## src/design/hrlp_pkg.sv

```systemverilog
//--------------------------------------------------------------
// Behaviour
// three reset sources: power-on, external low pin, upstream bus reset
// power-on timer holds internal reset for a fixed interval
// pin asserted only with good supplies; device stays in standby meanwhile
// external reset disables the phy and floats the differential pairs
// external reset aborts every transaction and keeps no state
// external reset returns every internal register to default
// external reset stops the crystal oscillator and the pll
// upstream bus reset clears the device address to zero
// upstream bus reset returns configuration to unconfigured
// bus reset while suspended returns the device to active
// upstream bus reset is never forwarded downstream
// link has three power states: l0 on, l1 sleep, l2 suspend
// l2 entry about 3 ms, exit about 2 ms from resume start
// l1 entry under 10 us, exit under 50 us
// internal reset held while power-on or pin reset active and until timer expiry
//--------------------------------------------------------------
package hrlp_pkg;
	localparam int          CLK_MHZ       = 125;
	localparam int          POR_TIME_US   = 10;
	localparam int          POR_CYCLES    = POR_TIME_US * CLK_MHZ;
	localparam int          L2_ENTRY_MS   = 3;
	localparam int          L2_EXIT_MS    = 2;
	localparam int          L2_ENTRY_CYC  = L2_ENTRY_MS * 1000 * CLK_MHZ;
	localparam int          L2_EXIT_CYC   = L2_EXIT_MS * 1000 * CLK_MHZ;
	localparam int          L1_ENTRY_US   = 10;
	localparam int          L1_EXIT_US    = 50;
	// strictly under the limit: the count plus the hand-over edge into
	// the new state lands one cycle short of the figure
	localparam int          L1_ENTRY_CYC  = L1_ENTRY_US * CLK_MHZ - 2;
	localparam int          L1_EXIT_CYC   = L1_EXIT_US * CLK_MHZ - 2;
	localparam int          CNT_W         = 20;
	localparam logic [6:0]  ADDR_RESET    = 7'h00;
	localparam logic [7:0]  CONFIG_RESET  = 8'h00;

	typedef enum logic [2:0] {
		HRLP_L0,
		HRLP_L1_ENTER,
		HRLP_L1,
		HRLP_L1_EXIT,
		HRLP_L2_ENTER,
		HRLP_L2,
		HRLP_L2_EXIT
	} hrlp_link_type;
endpackage

```

## src/design/hrlp_reset_ctrl.sv

```systemverilog
`timescale 1ns/1ns
`default_nettype none
module hrlp_reset_ctrl
	import hrlp_pkg::*;
#(
	parameter int POR_CYC = POR_CYCLES
) (
	input  wire logic mclk,        // core clock
	input  wire logic rst,         // power-on detect, sync high
	input  wire logic ext_rst_n,   // external reset pin, low active
	output logic      int_rst,     // combined internal reset
	output logic      standby      // external reset standby
);
	logic [CNT_W-1:0] por_cnt;
	logic [CNT_W-1:0] next_por_cnt;
	logic             next_int_rst;
	logic             next_standby;

	always_comb begin
		next_por_cnt = por_cnt;
		if (rst || !ext_rst_n) begin
			next_por_cnt = CNT_W'(POR_CYC);
		end else if (por_cnt != '0) begin
			next_por_cnt = por_cnt - CNT_W'(1);
		end
		// released only when power-on and pin reset are gone and timer ran out
		next_int_rst = rst || !ext_rst_n || (next_por_cnt != '0);
		next_standby = !ext_rst_n;
	end

	always_ff @(posedge mclk) begin
		por_cnt <= next_por_cnt;
		int_rst <= next_int_rst;
		standby <= next_standby;
	end

	property p_hold_after_release;
		@(posedge mclk) $rose(ext_rst_n) && !rst |-> ##1 int_rst;
	endproperty
	a_hold_after_release: assert property (p_hold_after_release)
		else $error("internal reset released too early");

	property p_src_reset;
		@(posedge mclk) (rst || !ext_rst_n) |=> int_rst;
	endproperty
	a_src_reset: assert property (p_src_reset)
		else $error("internal reset not asserted by source");
endmodule
`default_nettype wire

```

## src/design/hrlp_top.sv

```systemverilog
`timescale 1ns/1ns
`default_nettype none
module hrlp_top
	import hrlp_pkg::*;
#(
	parameter int POR_CYC      = POR_CYCLES,
	parameter int L2_ENTER_CYC = L2_ENTRY_CYC,
	parameter int L2_LEAVE_CYC = L2_EXIT_CYC,
	parameter int L1_ENTER_CYC = L1_ENTRY_CYC,
	parameter int L1_LEAVE_CYC = L1_EXIT_CYC
) (
	input  wire logic       mclk,          // core clock
	input  wire logic       rst,           // power-on detect
	input  wire logic       ext_rst_n,     // external reset pin
	input  wire logic       bus_reset,     // upstream bus reset level
	input  wire logic       set_addr,      // address assign strobe
	input  wire logic [6:0] addr_in,       // address value
	input  wire logic       set_config,    // configuration strobe
	input  wire logic [7:0] config_in,     // configuration value
	input  wire logic       l1_req,        // sleep request
	input  wire logic       l2_req,        // suspend request
	input  wire logic       resume,        // resume signalling start
	input  wire logic       xact_req,      // transaction start
	output logic            int_rst,       // internal reset
	output logic            standby,       // low current standby
	output logic            phy_en,        // phy enable
	output logic            pair_oe,       // pair drive enable
	output logic            osc_en,        // crystal oscillator run
	output logic            pll_en,        // pll run
	output logic [6:0]      dev_addr,      // device address
	output logic [7:0]      dev_config,    // configuration, 0 unconfigured
	output logic            xact_busy,     // transaction in progress
	output logic [1:0]      link_state,    // 0 l0, 1 l1, 2 l2
	output logic            link_busy,     // transition ongoing
	output logic            ds_reset       // downstream reset, never set
);
	logic int_rst_w;
	logic standby_w;

	hrlp_reset_ctrl #(
		.POR_CYC (POR_CYC)
	) u_rst (
		.mclk      (mclk),
		.rst       (rst),
		.ext_rst_n (ext_rst_n),
		.int_rst   (int_rst_w),
		.standby   (standby_w)
	);

	//--------------------------------------------------------------
	// clock and phy control
	//--------------------------------------------------------------
	logic next_phy_en;
	logic next_osc_en;

	always_comb begin
		// crystal and pll halt for the whole external reset
		next_osc_en = ext_rst_n && !rst;
		// phy off floats the pairs
		next_phy_en = !int_rst_w;
	end

	always_ff @(posedge mclk) begin
		int_rst    <= int_rst_w;
		standby    <= standby_w;
		phy_en     <= next_phy_en;
		pair_oe    <= next_phy_en;
		osc_en     <= next_osc_en;
		pll_en     <= next_osc_en;
		ds_reset   <= 1'b0;
	end

	//--------------------------------------------------------------
	// device state
	//--------------------------------------------------------------
	logic [6:0] next_dev_addr;
	logic [7:0] next_dev_config;
	logic       next_xact_busy;

	always_comb begin
		next_dev_addr   = dev_addr;
		next_dev_config = dev_config;
		next_xact_busy  = xact_busy;
		if (int_rst_w) begin
			next_dev_addr   = ADDR_RESET;
			next_dev_config = CONFIG_RESET;
			next_xact_busy  = 1'b0;
		end else if (bus_reset) begin
			next_dev_addr   = ADDR_RESET;
			next_dev_config = CONFIG_RESET;
			next_xact_busy  = 1'b0;
		end else begin
			if (set_addr) begin
				next_dev_addr = addr_in;
			end
			if (set_config) begin
				next_dev_config = config_in;
			end
			next_xact_busy = xact_req && (link_state == 2'h0);
		end
	end

	always_ff @(posedge mclk) begin
		dev_addr   <= next_dev_addr;
		dev_config <= next_dev_config;
		xact_busy  <= next_xact_busy;
	end

	//--------------------------------------------------------------
	// link power states
	//--------------------------------------------------------------
	// l2 counts exceed 4096 cycles, so they are top parameters
	hrlp_link_type    lstate;
	hrlp_link_type    next_lstate;
	logic [CNT_W-1:0] lcnt;
	logic [CNT_W-1:0] next_lcnt;
	logic [1:0]       next_link_state;
	logic             next_link_busy;

	always_comb begin
		next_lstate = lstate;
		next_lcnt   = (lcnt != '0) ? lcnt - CNT_W'(1) : lcnt;
		if (int_rst_w) begin
			next_lstate = HRLP_L0;
			next_lcnt   = '0;
		end else if (bus_reset) begin
			// bus reset wakes a suspended link at once
			next_lstate = HRLP_L0;
			next_lcnt   = '0;
		end else begin
			case (lstate)
			HRLP_L0: begin
				if (l2_req) begin
					next_lstate = HRLP_L2_ENTER;
					next_lcnt   = CNT_W'(L2_ENTER_CYC);
				end else if (l1_req) begin
					next_lstate = HRLP_L1_ENTER;
					next_lcnt   = CNT_W'(L1_ENTER_CYC);
				end
			end
			HRLP_L1_ENTER: begin
				if (lcnt == '0) begin
					next_lstate = HRLP_L1;
				end
			end
			HRLP_L1: begin
				if (resume) begin
					next_lstate = HRLP_L1_EXIT;
					next_lcnt   = CNT_W'(L1_LEAVE_CYC);
				end
			end
			HRLP_L1_EXIT: begin
				if (lcnt == '0) begin
					next_lstate = HRLP_L0;
				end
			end
			HRLP_L2_ENTER: begin
				if (lcnt == '0) begin
					next_lstate = HRLP_L2;
				end
			end
			HRLP_L2: begin
				if (resume) begin
					next_lstate = HRLP_L2_EXIT;
					next_lcnt   = CNT_W'(L2_LEAVE_CYC);
				end
			end
			HRLP_L2_EXIT: begin
				if (lcnt == '0) begin
					next_lstate = HRLP_L0;
				end
			end
			default: begin
				next_lstate = HRLP_L0;
			end
			endcase
		end
		case (next_lstate)
		HRLP_L1:  next_link_state = 2'h1;
		HRLP_L2:  next_link_state = 2'h2;
		default:  next_link_state = 2'h0;
		endcase
		// a state is reported once reached; exits keep the old state
		if (next_lstate == HRLP_L1_EXIT) begin
			next_link_state = 2'h1;
		end
		if (next_lstate == HRLP_L2_EXIT) begin
			next_link_state = 2'h2;
		end
		next_link_busy = (next_lstate == HRLP_L1_ENTER) ||
			(next_lstate == HRLP_L1_EXIT) ||
			(next_lstate == HRLP_L2_ENTER) ||
			(next_lstate == HRLP_L2_EXIT);
	end

	always_ff @(posedge mclk) begin
		lstate     <= next_lstate;
		lcnt       <= next_lcnt;
		link_state <= next_link_state;
		link_busy  <= next_link_busy;
	end

	//--------------------------------------------------------------
	// checks
	//--------------------------------------------------------------
	property p_bus_addr;
		@(posedge mclk) disable iff (rst) bus_reset |=> dev_addr == 7'h00;
	endproperty
	a_bus_addr: assert property (p_bus_addr)
		else $error("address not cleared by bus reset");

	property p_bus_cfg;
		@(posedge mclk) disable iff (rst) bus_reset |=> dev_config == 8'h00;
	endproperty
	a_bus_cfg: assert property (p_bus_cfg)
		else $error("configuration not cleared by bus reset");

	property p_bus_wake;
		@(posedge mclk) disable iff (rst)
			bus_reset && !int_rst_w |=> link_state == 2'h0 && !link_busy;
	endproperty
	a_bus_wake: assert property (p_bus_wake)
		else $error("bus reset did not wake link");

	property p_no_fwd;
		@(posedge mclk) disable iff (rst) bus_reset |=> ##1 !ds_reset;
	endproperty
	a_no_fwd: assert property (p_no_fwd)
		else $error("bus reset forwarded downstream");

	property p_ext_phy;
		@(posedge mclk) disable iff (rst) !ext_rst_n |=> ##1 !phy_en && !pair_oe;
	endproperty
	a_ext_phy: assert property (p_ext_phy)
		else $error("phy still driving under external reset");

	property p_ext_osc;
		@(posedge mclk) disable iff (rst) !ext_rst_n |=> !osc_en && !pll_en;
	endproperty
	a_ext_osc: assert property (p_ext_osc)
		else $error("oscillator running under external reset");

	property p_ext_clear;
		@(posedge mclk) disable iff (rst)
			!ext_rst_n |=> ##1 !xact_busy && dev_addr == 7'h00;
	endproperty
	a_ext_clear: assert property (p_ext_clear)
		else $error("state kept across external reset");

	property p_l1_exit;
		@(posedge mclk) disable iff (rst || int_rst_w || bus_reset)
			lstate == HRLP_L1 && resume |=> lstate == HRLP_L1_EXIT;
	endproperty
	a_l1_exit: assert property (p_l1_exit)
		else $error("l1 exit not started on resume");

	property p_ext_standby;
		@(posedge mclk) disable iff (rst) !ext_rst_n |=> ##1 standby;
	endproperty
	a_ext_standby: assert property (p_ext_standby)
		else $error("standby not shown under external reset");

	property p_l2_enter;
		@(posedge mclk) disable iff (rst)
			!int_rst_w && !bus_reset && lstate == HRLP_L0 && l2_req
			|=> lstate == HRLP_L2_ENTER && lcnt == CNT_W'(L2_ENTER_CYC);
	endproperty
	a_l2_enter: assert property (p_l2_enter)
		else $error("l2 entry not started with its count");

	property p_l1_enter;
		@(posedge mclk) disable iff (rst)
			!int_rst_w && !bus_reset && lstate == HRLP_L0 &&
			l1_req && !l2_req |=>
			lstate == HRLP_L1_ENTER && lcnt == CNT_W'(L1_ENTER_CYC);
	endproperty
	a_l1_enter: assert property (p_l1_enter)
		else $error("l1 entry not started with its count");

	property p_l2_exit;
		@(posedge mclk) disable iff (rst)
			!int_rst_w && !bus_reset && lstate == HRLP_L2 && resume
			|=> lstate == HRLP_L2_EXIT && lcnt == CNT_W'(L2_LEAVE_CYC);
	endproperty
	a_l2_exit: assert property (p_l2_exit)
		else $error("l2 exit not started on resume");

	property p_l1_bound;
		@(posedge mclk) disable iff (rst)
			lstate == HRLP_L1_ENTER |-> lcnt <= CNT_W'(L1_ENTER_CYC);
	endproperty
	a_l1_bound: assert property (p_l1_bound)
		else $error("l1 entry count beyond its limit");

	property p_l1_shown;
		@(posedge mclk) disable iff (rst)
			lstate == HRLP_L1 |-> link_state == 2'h1 && !link_busy;
	endproperty
	a_l1_shown: assert property (p_l1_shown)
		else $error("sleep state not reported");

	property p_l2_shown;
		@(posedge mclk) disable iff (rst)
			lstate == HRLP_L2 |-> link_state == 2'h2 && !link_busy;
	endproperty
	a_l2_shown: assert property (p_l2_shown)
		else $error("suspend state not reported");

	property p_ext_regs;
		@(posedge mclk) disable iff (rst)
			!ext_rst_n |=> ##1 dev_config == CONFIG_RESET &&
			lstate == HRLP_L0 && link_state == 2'h0 && !link_busy;
	endproperty
	a_ext_regs: assert property (p_ext_regs)
		else $error("registers not at default under external reset");
endmodule
`default_nettype wire

```

## config.mk

```make
export PLATFORM = sky130hd
export DESIGN_NAME = hrlp_top
export DESIGN_NICKNAME = d
export VERILOG_FILES = /design/src/design/hrlp_pkg.sv /design/src/design/hrlp_reset_ctrl.sv /design/src/design/hrlp_top.sv
export SDC_FILE = /design/constraint.sdc
export NUM_CORES = 1
export LEC_CHECK = 0
export BUFFER_PORTS_ARGS = -buffer_cell sky130_fd_sc_hd__buf_2
export CELL_PAD_IN_SITES_DETAIL_PLACEMENT = 1
export CELL_PAD_IN_SITES_GLOBAL_PLACEMENT = 2
export CORE_ASPECT_RATIO = 1.5
export CORE_MARGIN = 2
export CORE_UTILIZATION = 34
export DETAILED_ROUTE_END_ITERATION = 8
export PLACE_DENSITY = 0.83
export SLEW_MARGIN = 20
export SYNTH_ARGS = -nofsm -noshare
export SYNTH_HDL_FRONTEND = slang
export SYNTH_SLANG_ARGS = --single-unit
```

## constraint.sdc

```tcl
create_clock -name mclk -period 3.5 [get_ports mclk]
set_input_delay 0.7 -clock mclk [delete_from_list [all_inputs] [get_ports mclk]]
set_output_delay 0.7 -clock mclk [all_outputs]
set_load 0.01 [all_outputs]
```

==> impl_metrics.ini, run 1 <==
[layout]
layout-drive-gt1-share = 0.189
fin_area_um2 = 3970
multi_input_area_um2 = 1770
diodes = 0
final_common_cell = dfxtp_1
syn_to_final_growth_pct = 21.8
finalNetCount = 457
register_area_um2 = 1360
final_cell_mix = dfxtp_1, buf_2, nor2_1
fillCellCount = 1121

[logic_synthesis]
synth-main-ff-cell = dfxtp_1
syn_inst = 379
synth-edff-count = 0
yosys_warnings = 0
ys_seq_area_frac = 0.418
synth_area_per_cell_um2 = 8.59
async_flop_share = 0
ys_types = 54
syn_nets = 408
ys_ff_latch = 68
syn_area_um2 = 3260

[grt]
grt_usage = 0.174
grt_pass1_vias = 3020
overflow = 0
grt_max_degree = 21
grt_pass1_wl_um = 14100
antenna_found_initial = 0

[timing]
relSlewSlack = 0.403
fin_setup_tns_ns = 0
skew_ns = 0.00554
post-route-min-period_ns = 2.82
finalHoldViolations = 0
finalSetupViolations = 0
post-route-period-util = 0.806
tightest_slew_ns = 0.883
drv_slew = 0
fmax_ghz = 0.354
rsz0062_at_grt = false
hold_ws_ns = 0.338

[clock_network]
clk_latency_ns = 0.33
numCtsBuffers = 9
cts_buffer_depth = 2
numClockSinks = 68
cts_setup_buffers = 0
postCtsResizedCells = 0
cts.reportedPaths.clkPinSlew_ns = 0.06
root_buffer = clkbuf_16
ctsHoldBuffers = 0
tritoncts = done
htree_levels = 3

[setup_path]
end_kind = register
startpoint_type = register
required_ns = 3.70
path_class = register to register
critPathMaxFanout = 12
arrival_ns = 3.03

[power_and_ir_drop]
leakagePower_nw = 1.63
pwr_density_cell_nw_per_um2 = 490
vdd_ir_drop_max_uv = 257

[routing]
wire_per_inst_um = 16.1
first_pass_iters = 5
ant_nets = 0
drt_iter0_markers = 84
drt_wl_total_um = 8770
drcViolationCount = 0
viasPerCell = 5.39
vias = 2935

[placed_design]
port_buffers = 49
place_congestion = 0.836
placed_area_um2 = 3610
dpl.hpwl_um = 6750

[floorplanning]
die_w_um = 83.9
io_pins = 51
initial_core_util = 0.350
die_y_um = 124
core_area_um2 = 9310
die_area_um2 = 10400
rows = 43

[worst_hold_path]
hp-class = register to register

[run]
maxCapViolCount = 0

[status]
outcome = complete, no violations
==> synth_stat cells (7+ instances only) <==
cell | n | area share
xnor2_1 | 9 | 0.024
or3_1 | 7 | 0.013
a21oi_1 | 19 | 0.029
nor2_1 | 47 | 0.054
nor4_1 | 7 | 0.013
nand4_1 | 7 | 0.013
inv_1 | 11 | 0.013
o21ai_0 | 15 | 0.023
mux2i_1 | 17 | 0.052
nand2_1 | 30 | 0.035
dfxtp_1 | 68 | 0.42
clkbuf_1 | 12 | 0.014
xor2_1 | 15 | 0.040
nor3_1 | 17 | 0.026
nand3_1 | 16 | 0.025
==> per-layer routing <==
layer | vias up | routed length (um) | track usage
li1 | 1458 | - | -
met1 | 1418 | 3290 | 0.167
met2 | 35 | 4960 | 0.340
met3 | 24 | 140 | 0.0285
met4 | 0 | 377 | 0.115
met5 | - | 0 | 0
==> layout make-up <==
class / count / area share
Tap cell: 112 / 0.0353
Multi-Input combinational cell: 282 / 0.446
Clock inverter: 5 / 0.0271
Sequential cell: 68 / 0.343
Inverter: 12 / 0.0114
Clock buffer: 11 / 0.0637
Timing Repair Buffer: 55 / 0.0732
==> stage by stage <==
stage	instances	utilization	setup slack, ns	power, mW
floorplan	379	-	0.969	0.850
global placement	529	0.388	0.729	0.879
detailed placement	529	0.388	0.701	0.880
CTS	545	0.426	0.675	1.97
global route	545	0.426	0.559	2.01
finish	545	0.426	0.679	1.94
==> critical path: stages (launching register included) <==
cell and delay (ns):
dfxtp_1 0.36, or4_4 0.56, or4b_1 0.66, or3_4 0.53, a311oi_2 0.35, o21bai_1 0.16, a21oi_1 0.08
==> logic make-up after synthesis <==
kind of cell | synth area share
multiplexers | 0.0557
AO/OA/AOI/OAI | 0.136
buffers and inverters | 0.0384
AND/OR/NAND/NOR | 0.268
other | 0.00115
XOR/XNOR | 0.0645
flip-flops | 0.418
adder cells (fa/ha/maj) | 0.0184
==> flip-flops by register name, summed over array words and instances (netlist names) <==
register       cells
lcnt              20
dev_addr           7
standby            1
dev_config         8
pll_en             1
u_rst.int_rst      1
u_rst.standby      1
int_rst            1
u_rst.por_cnt     20
lstate             3
link_state         2
xact_busy          1
pair_oe            1
link_busy          1
==> worst paths after layout <==
kind / startpoint / end / slack [ns] / depth (start not counted)
setup reg to reg: lcnt[5] / link_busy / 0.68 / 6
hold reg to reg: u_rst.standby / standby / 0.34 / 0
setup / recovery: lcnt[5] / link_busy / 0.68 / 6
hold / removal: u_rst.standby / standby / 0.34 / 0
==> power by group <==
group,leakage [nW],internal (mW),switching [mW]
Clock,0.176,0.737,0.344
Sequential,0.549,0.779,0.00536
Combinational,0.909,0.0336,0.0452
Total,1.63,1.55,0.395
(Power assumes the default switching activity.)
==> run 2, diff against run 1 <==
==> constraint.sdc (replaced) <==
create_clock -name mclk -period 2.7 [get_ports mclk]
set_input_delay 0.54 -clock mclk [delete_from_list [all_inputs] [get_ports mclk]]
set_output_delay 0.54 -clock mclk [all_outputs]
set_load 0.01 [all_outputs]
==> run 2 against run 1 <==
Fmax increased by 11%. Clock-buffer cell count unchanged. Critical path depth increased by 1. Core utilization increased by 1.3 points. Clock skew increased by 0.0021 ns. Register-to-register slack got worse by 0.53 ns. Largest cell class unchanged.
==> impl_metrics.ini, run 2 (synthesis results as in run 1) <==
[layout]
multi_input_area_um2 = 1810
final_core_util = 0.439
final_common_cell = dfxtp_1
register_area_um2 = 1360
reg.largest.list = lcnt x20, u_rst.por_cnt x20, dev_config x8
fin_cells = 559
syn_to_final_growth_pct = 25.4
diodes = 0
finalNetCount = 471
final_cell_mix = dfxtp_1, buf_2, nor2_1
layout-drive-gt1-share = 0.221
fillCellCount = 1129

[routing]
vias = 2988
ant_nets = 0
wire_per_inst_um = 16.0
first_pass_iters = 4
viasPerCell = 5.35
drcViolationCount = 0
drt_wl_total_um = 8930
drt_iter0_markers = 89

[timing]
post-route-min-period_ns = 2.55
tightest_slew_ns = 0.771
fin_setup_tns_ns = 0
post-route-period-util = 0.944
drv_slew = 0
rsz0062_at_grt = false
layout_setup_ws_ns = 0.150
relSlewSlack = 0.481
finalSetupViolations = 0
skew_ns = 0.00765
fmax_ghz = 0.392
finalHoldViolations = 0

[power_and_ir_drop]
vdd_ir_drop_max_uv = 417
pwr_density_cell_nw_per_um2 = 596
totalPowerFinal_mw = 2.43
leakagePower_nw = 1.70

[grt]
grt_use_met1 = 0.183
overflow = 0
grt_pass1_vias = 3010
antenna_found_initial = 0
grt_use_met3 = 0.0318
grt_usage = 0.175
grtUsageMet2 = 0.334
grt_busiest_layer = met2
grt_pass1_wl_um = 14400
grt_max_degree = 21

[setup_path]
cp_top_family = simple AND/OR/NAND/NOR gates
path_class = register to register
crit_buf_inv = 1
r2r_cells = 7
cpPeakStageDelay_ns = 0.57
critPathMaxFanout = 6
required_ns = 2.93
end_kind = register
startpoint_type = register
path_cells = or4_4, or4b_4, buf_4, o311ai_4, xor2_1, o21ai_0, and2_1
r2r_end = lcnt[5]
arrival_ns = 2.78
reg2reg_from = lcnt[8]
reg2reg_slack_ns = 0.15
slowest_stage = or4_4

[floorplanning]
die_y_um = 124
die_area_um2 = 10400
rows = 43
core_area_um2 = 9310
initial_core_util = 0.350
die_w_um = 83.9
io_pins = 51

[placed_design]
port_buffers = 49
place_inst = 540
post-place-ws_ns = 0.0929
dpl.hpwl_um = 6680
place_congestion = 0.802

[worst_hold_path]
hp-class = register to register
hold_end = standby
holdPathStages = 0
min_from = u_rst.standby

[clock_network]
ctsHoldBuffers = 0
cts_buffer_depth = 2
numCtsBuffers = 9
cts.reportedPaths.clkPinSlew_ns = 0.06
numClockSinks = 68
tritoncts = done
htree_levels = 3
root_buffer = clkbuf_16
clk_latency_ns = 0.34

[run]
maxCapViolCount = 0

[status]
outcome = complete, no violations
==> run 2: area by class of cell <==
type                    count  share of cell area
clock buffers              11              0.0619
flip-flops and latches     68               0.333
repair buffers             69              0.0968
multi-input cells         282               0.442
well taps                 112              0.0343
clock inverters             5              0.0202
inverters                  12              0.0110
==> run 2: per-layer routing <==
metal | part of all wire | up-vias
met1 | 0.40 | 1456
met5 | 0 | -
met3 | 0.018 | 19
met4 | 0.025 | 0
met2 | 0.56 | 29
li1 | - | 1484
==> run 2: worst max path at each step <==
stage,slack (ns),depth (start not counted),to,start
floorplan,0.17,7,link_busy,lcnt[5]
global placement,0.15,6,link_busy,lcnt[8]
detailed placement,0.09,7,lcnt[7],lcnt[8]
CTS,0.05,7,lcnt[7],lcnt[8]
global route,0.03,6,link_state[0],lcnt[6]
finish,0.15,7,lcnt[5],lcnt[8]
==> run 2: what timing repair did <==
action                     4_1_cts  5_1_grt
gates resized for setup          0        5
setup endpoints to repair        0        8
setup buffers                    0        3
==> run 2: power by group <==
part | internal (mW) | total, mW | switching [mW]
clock | 0.862 | 1.31 | 0.451
combinational | 0.0454 | 0.105 | 0.0591
sequential | 1.01 | 1.02 | 0.00718
total | 1.92 | 2.43 | 0.517
==> run 2: metrics by stage <==
| stage | cell area, um^2 | hold slack, ns |
|---|---|---|
| 2_1_floorplan | 3260 | 0.310 |
| 3_3_place_gp | 3690 | 0.311 |
| 3_5_place_dp | 3690 | 0.317 |
| 4_1_cts | 4030 | 0.330 |
| 5_1_grt | 4080 | 0.344 |
| 6_report | 4080 | 0.327 |
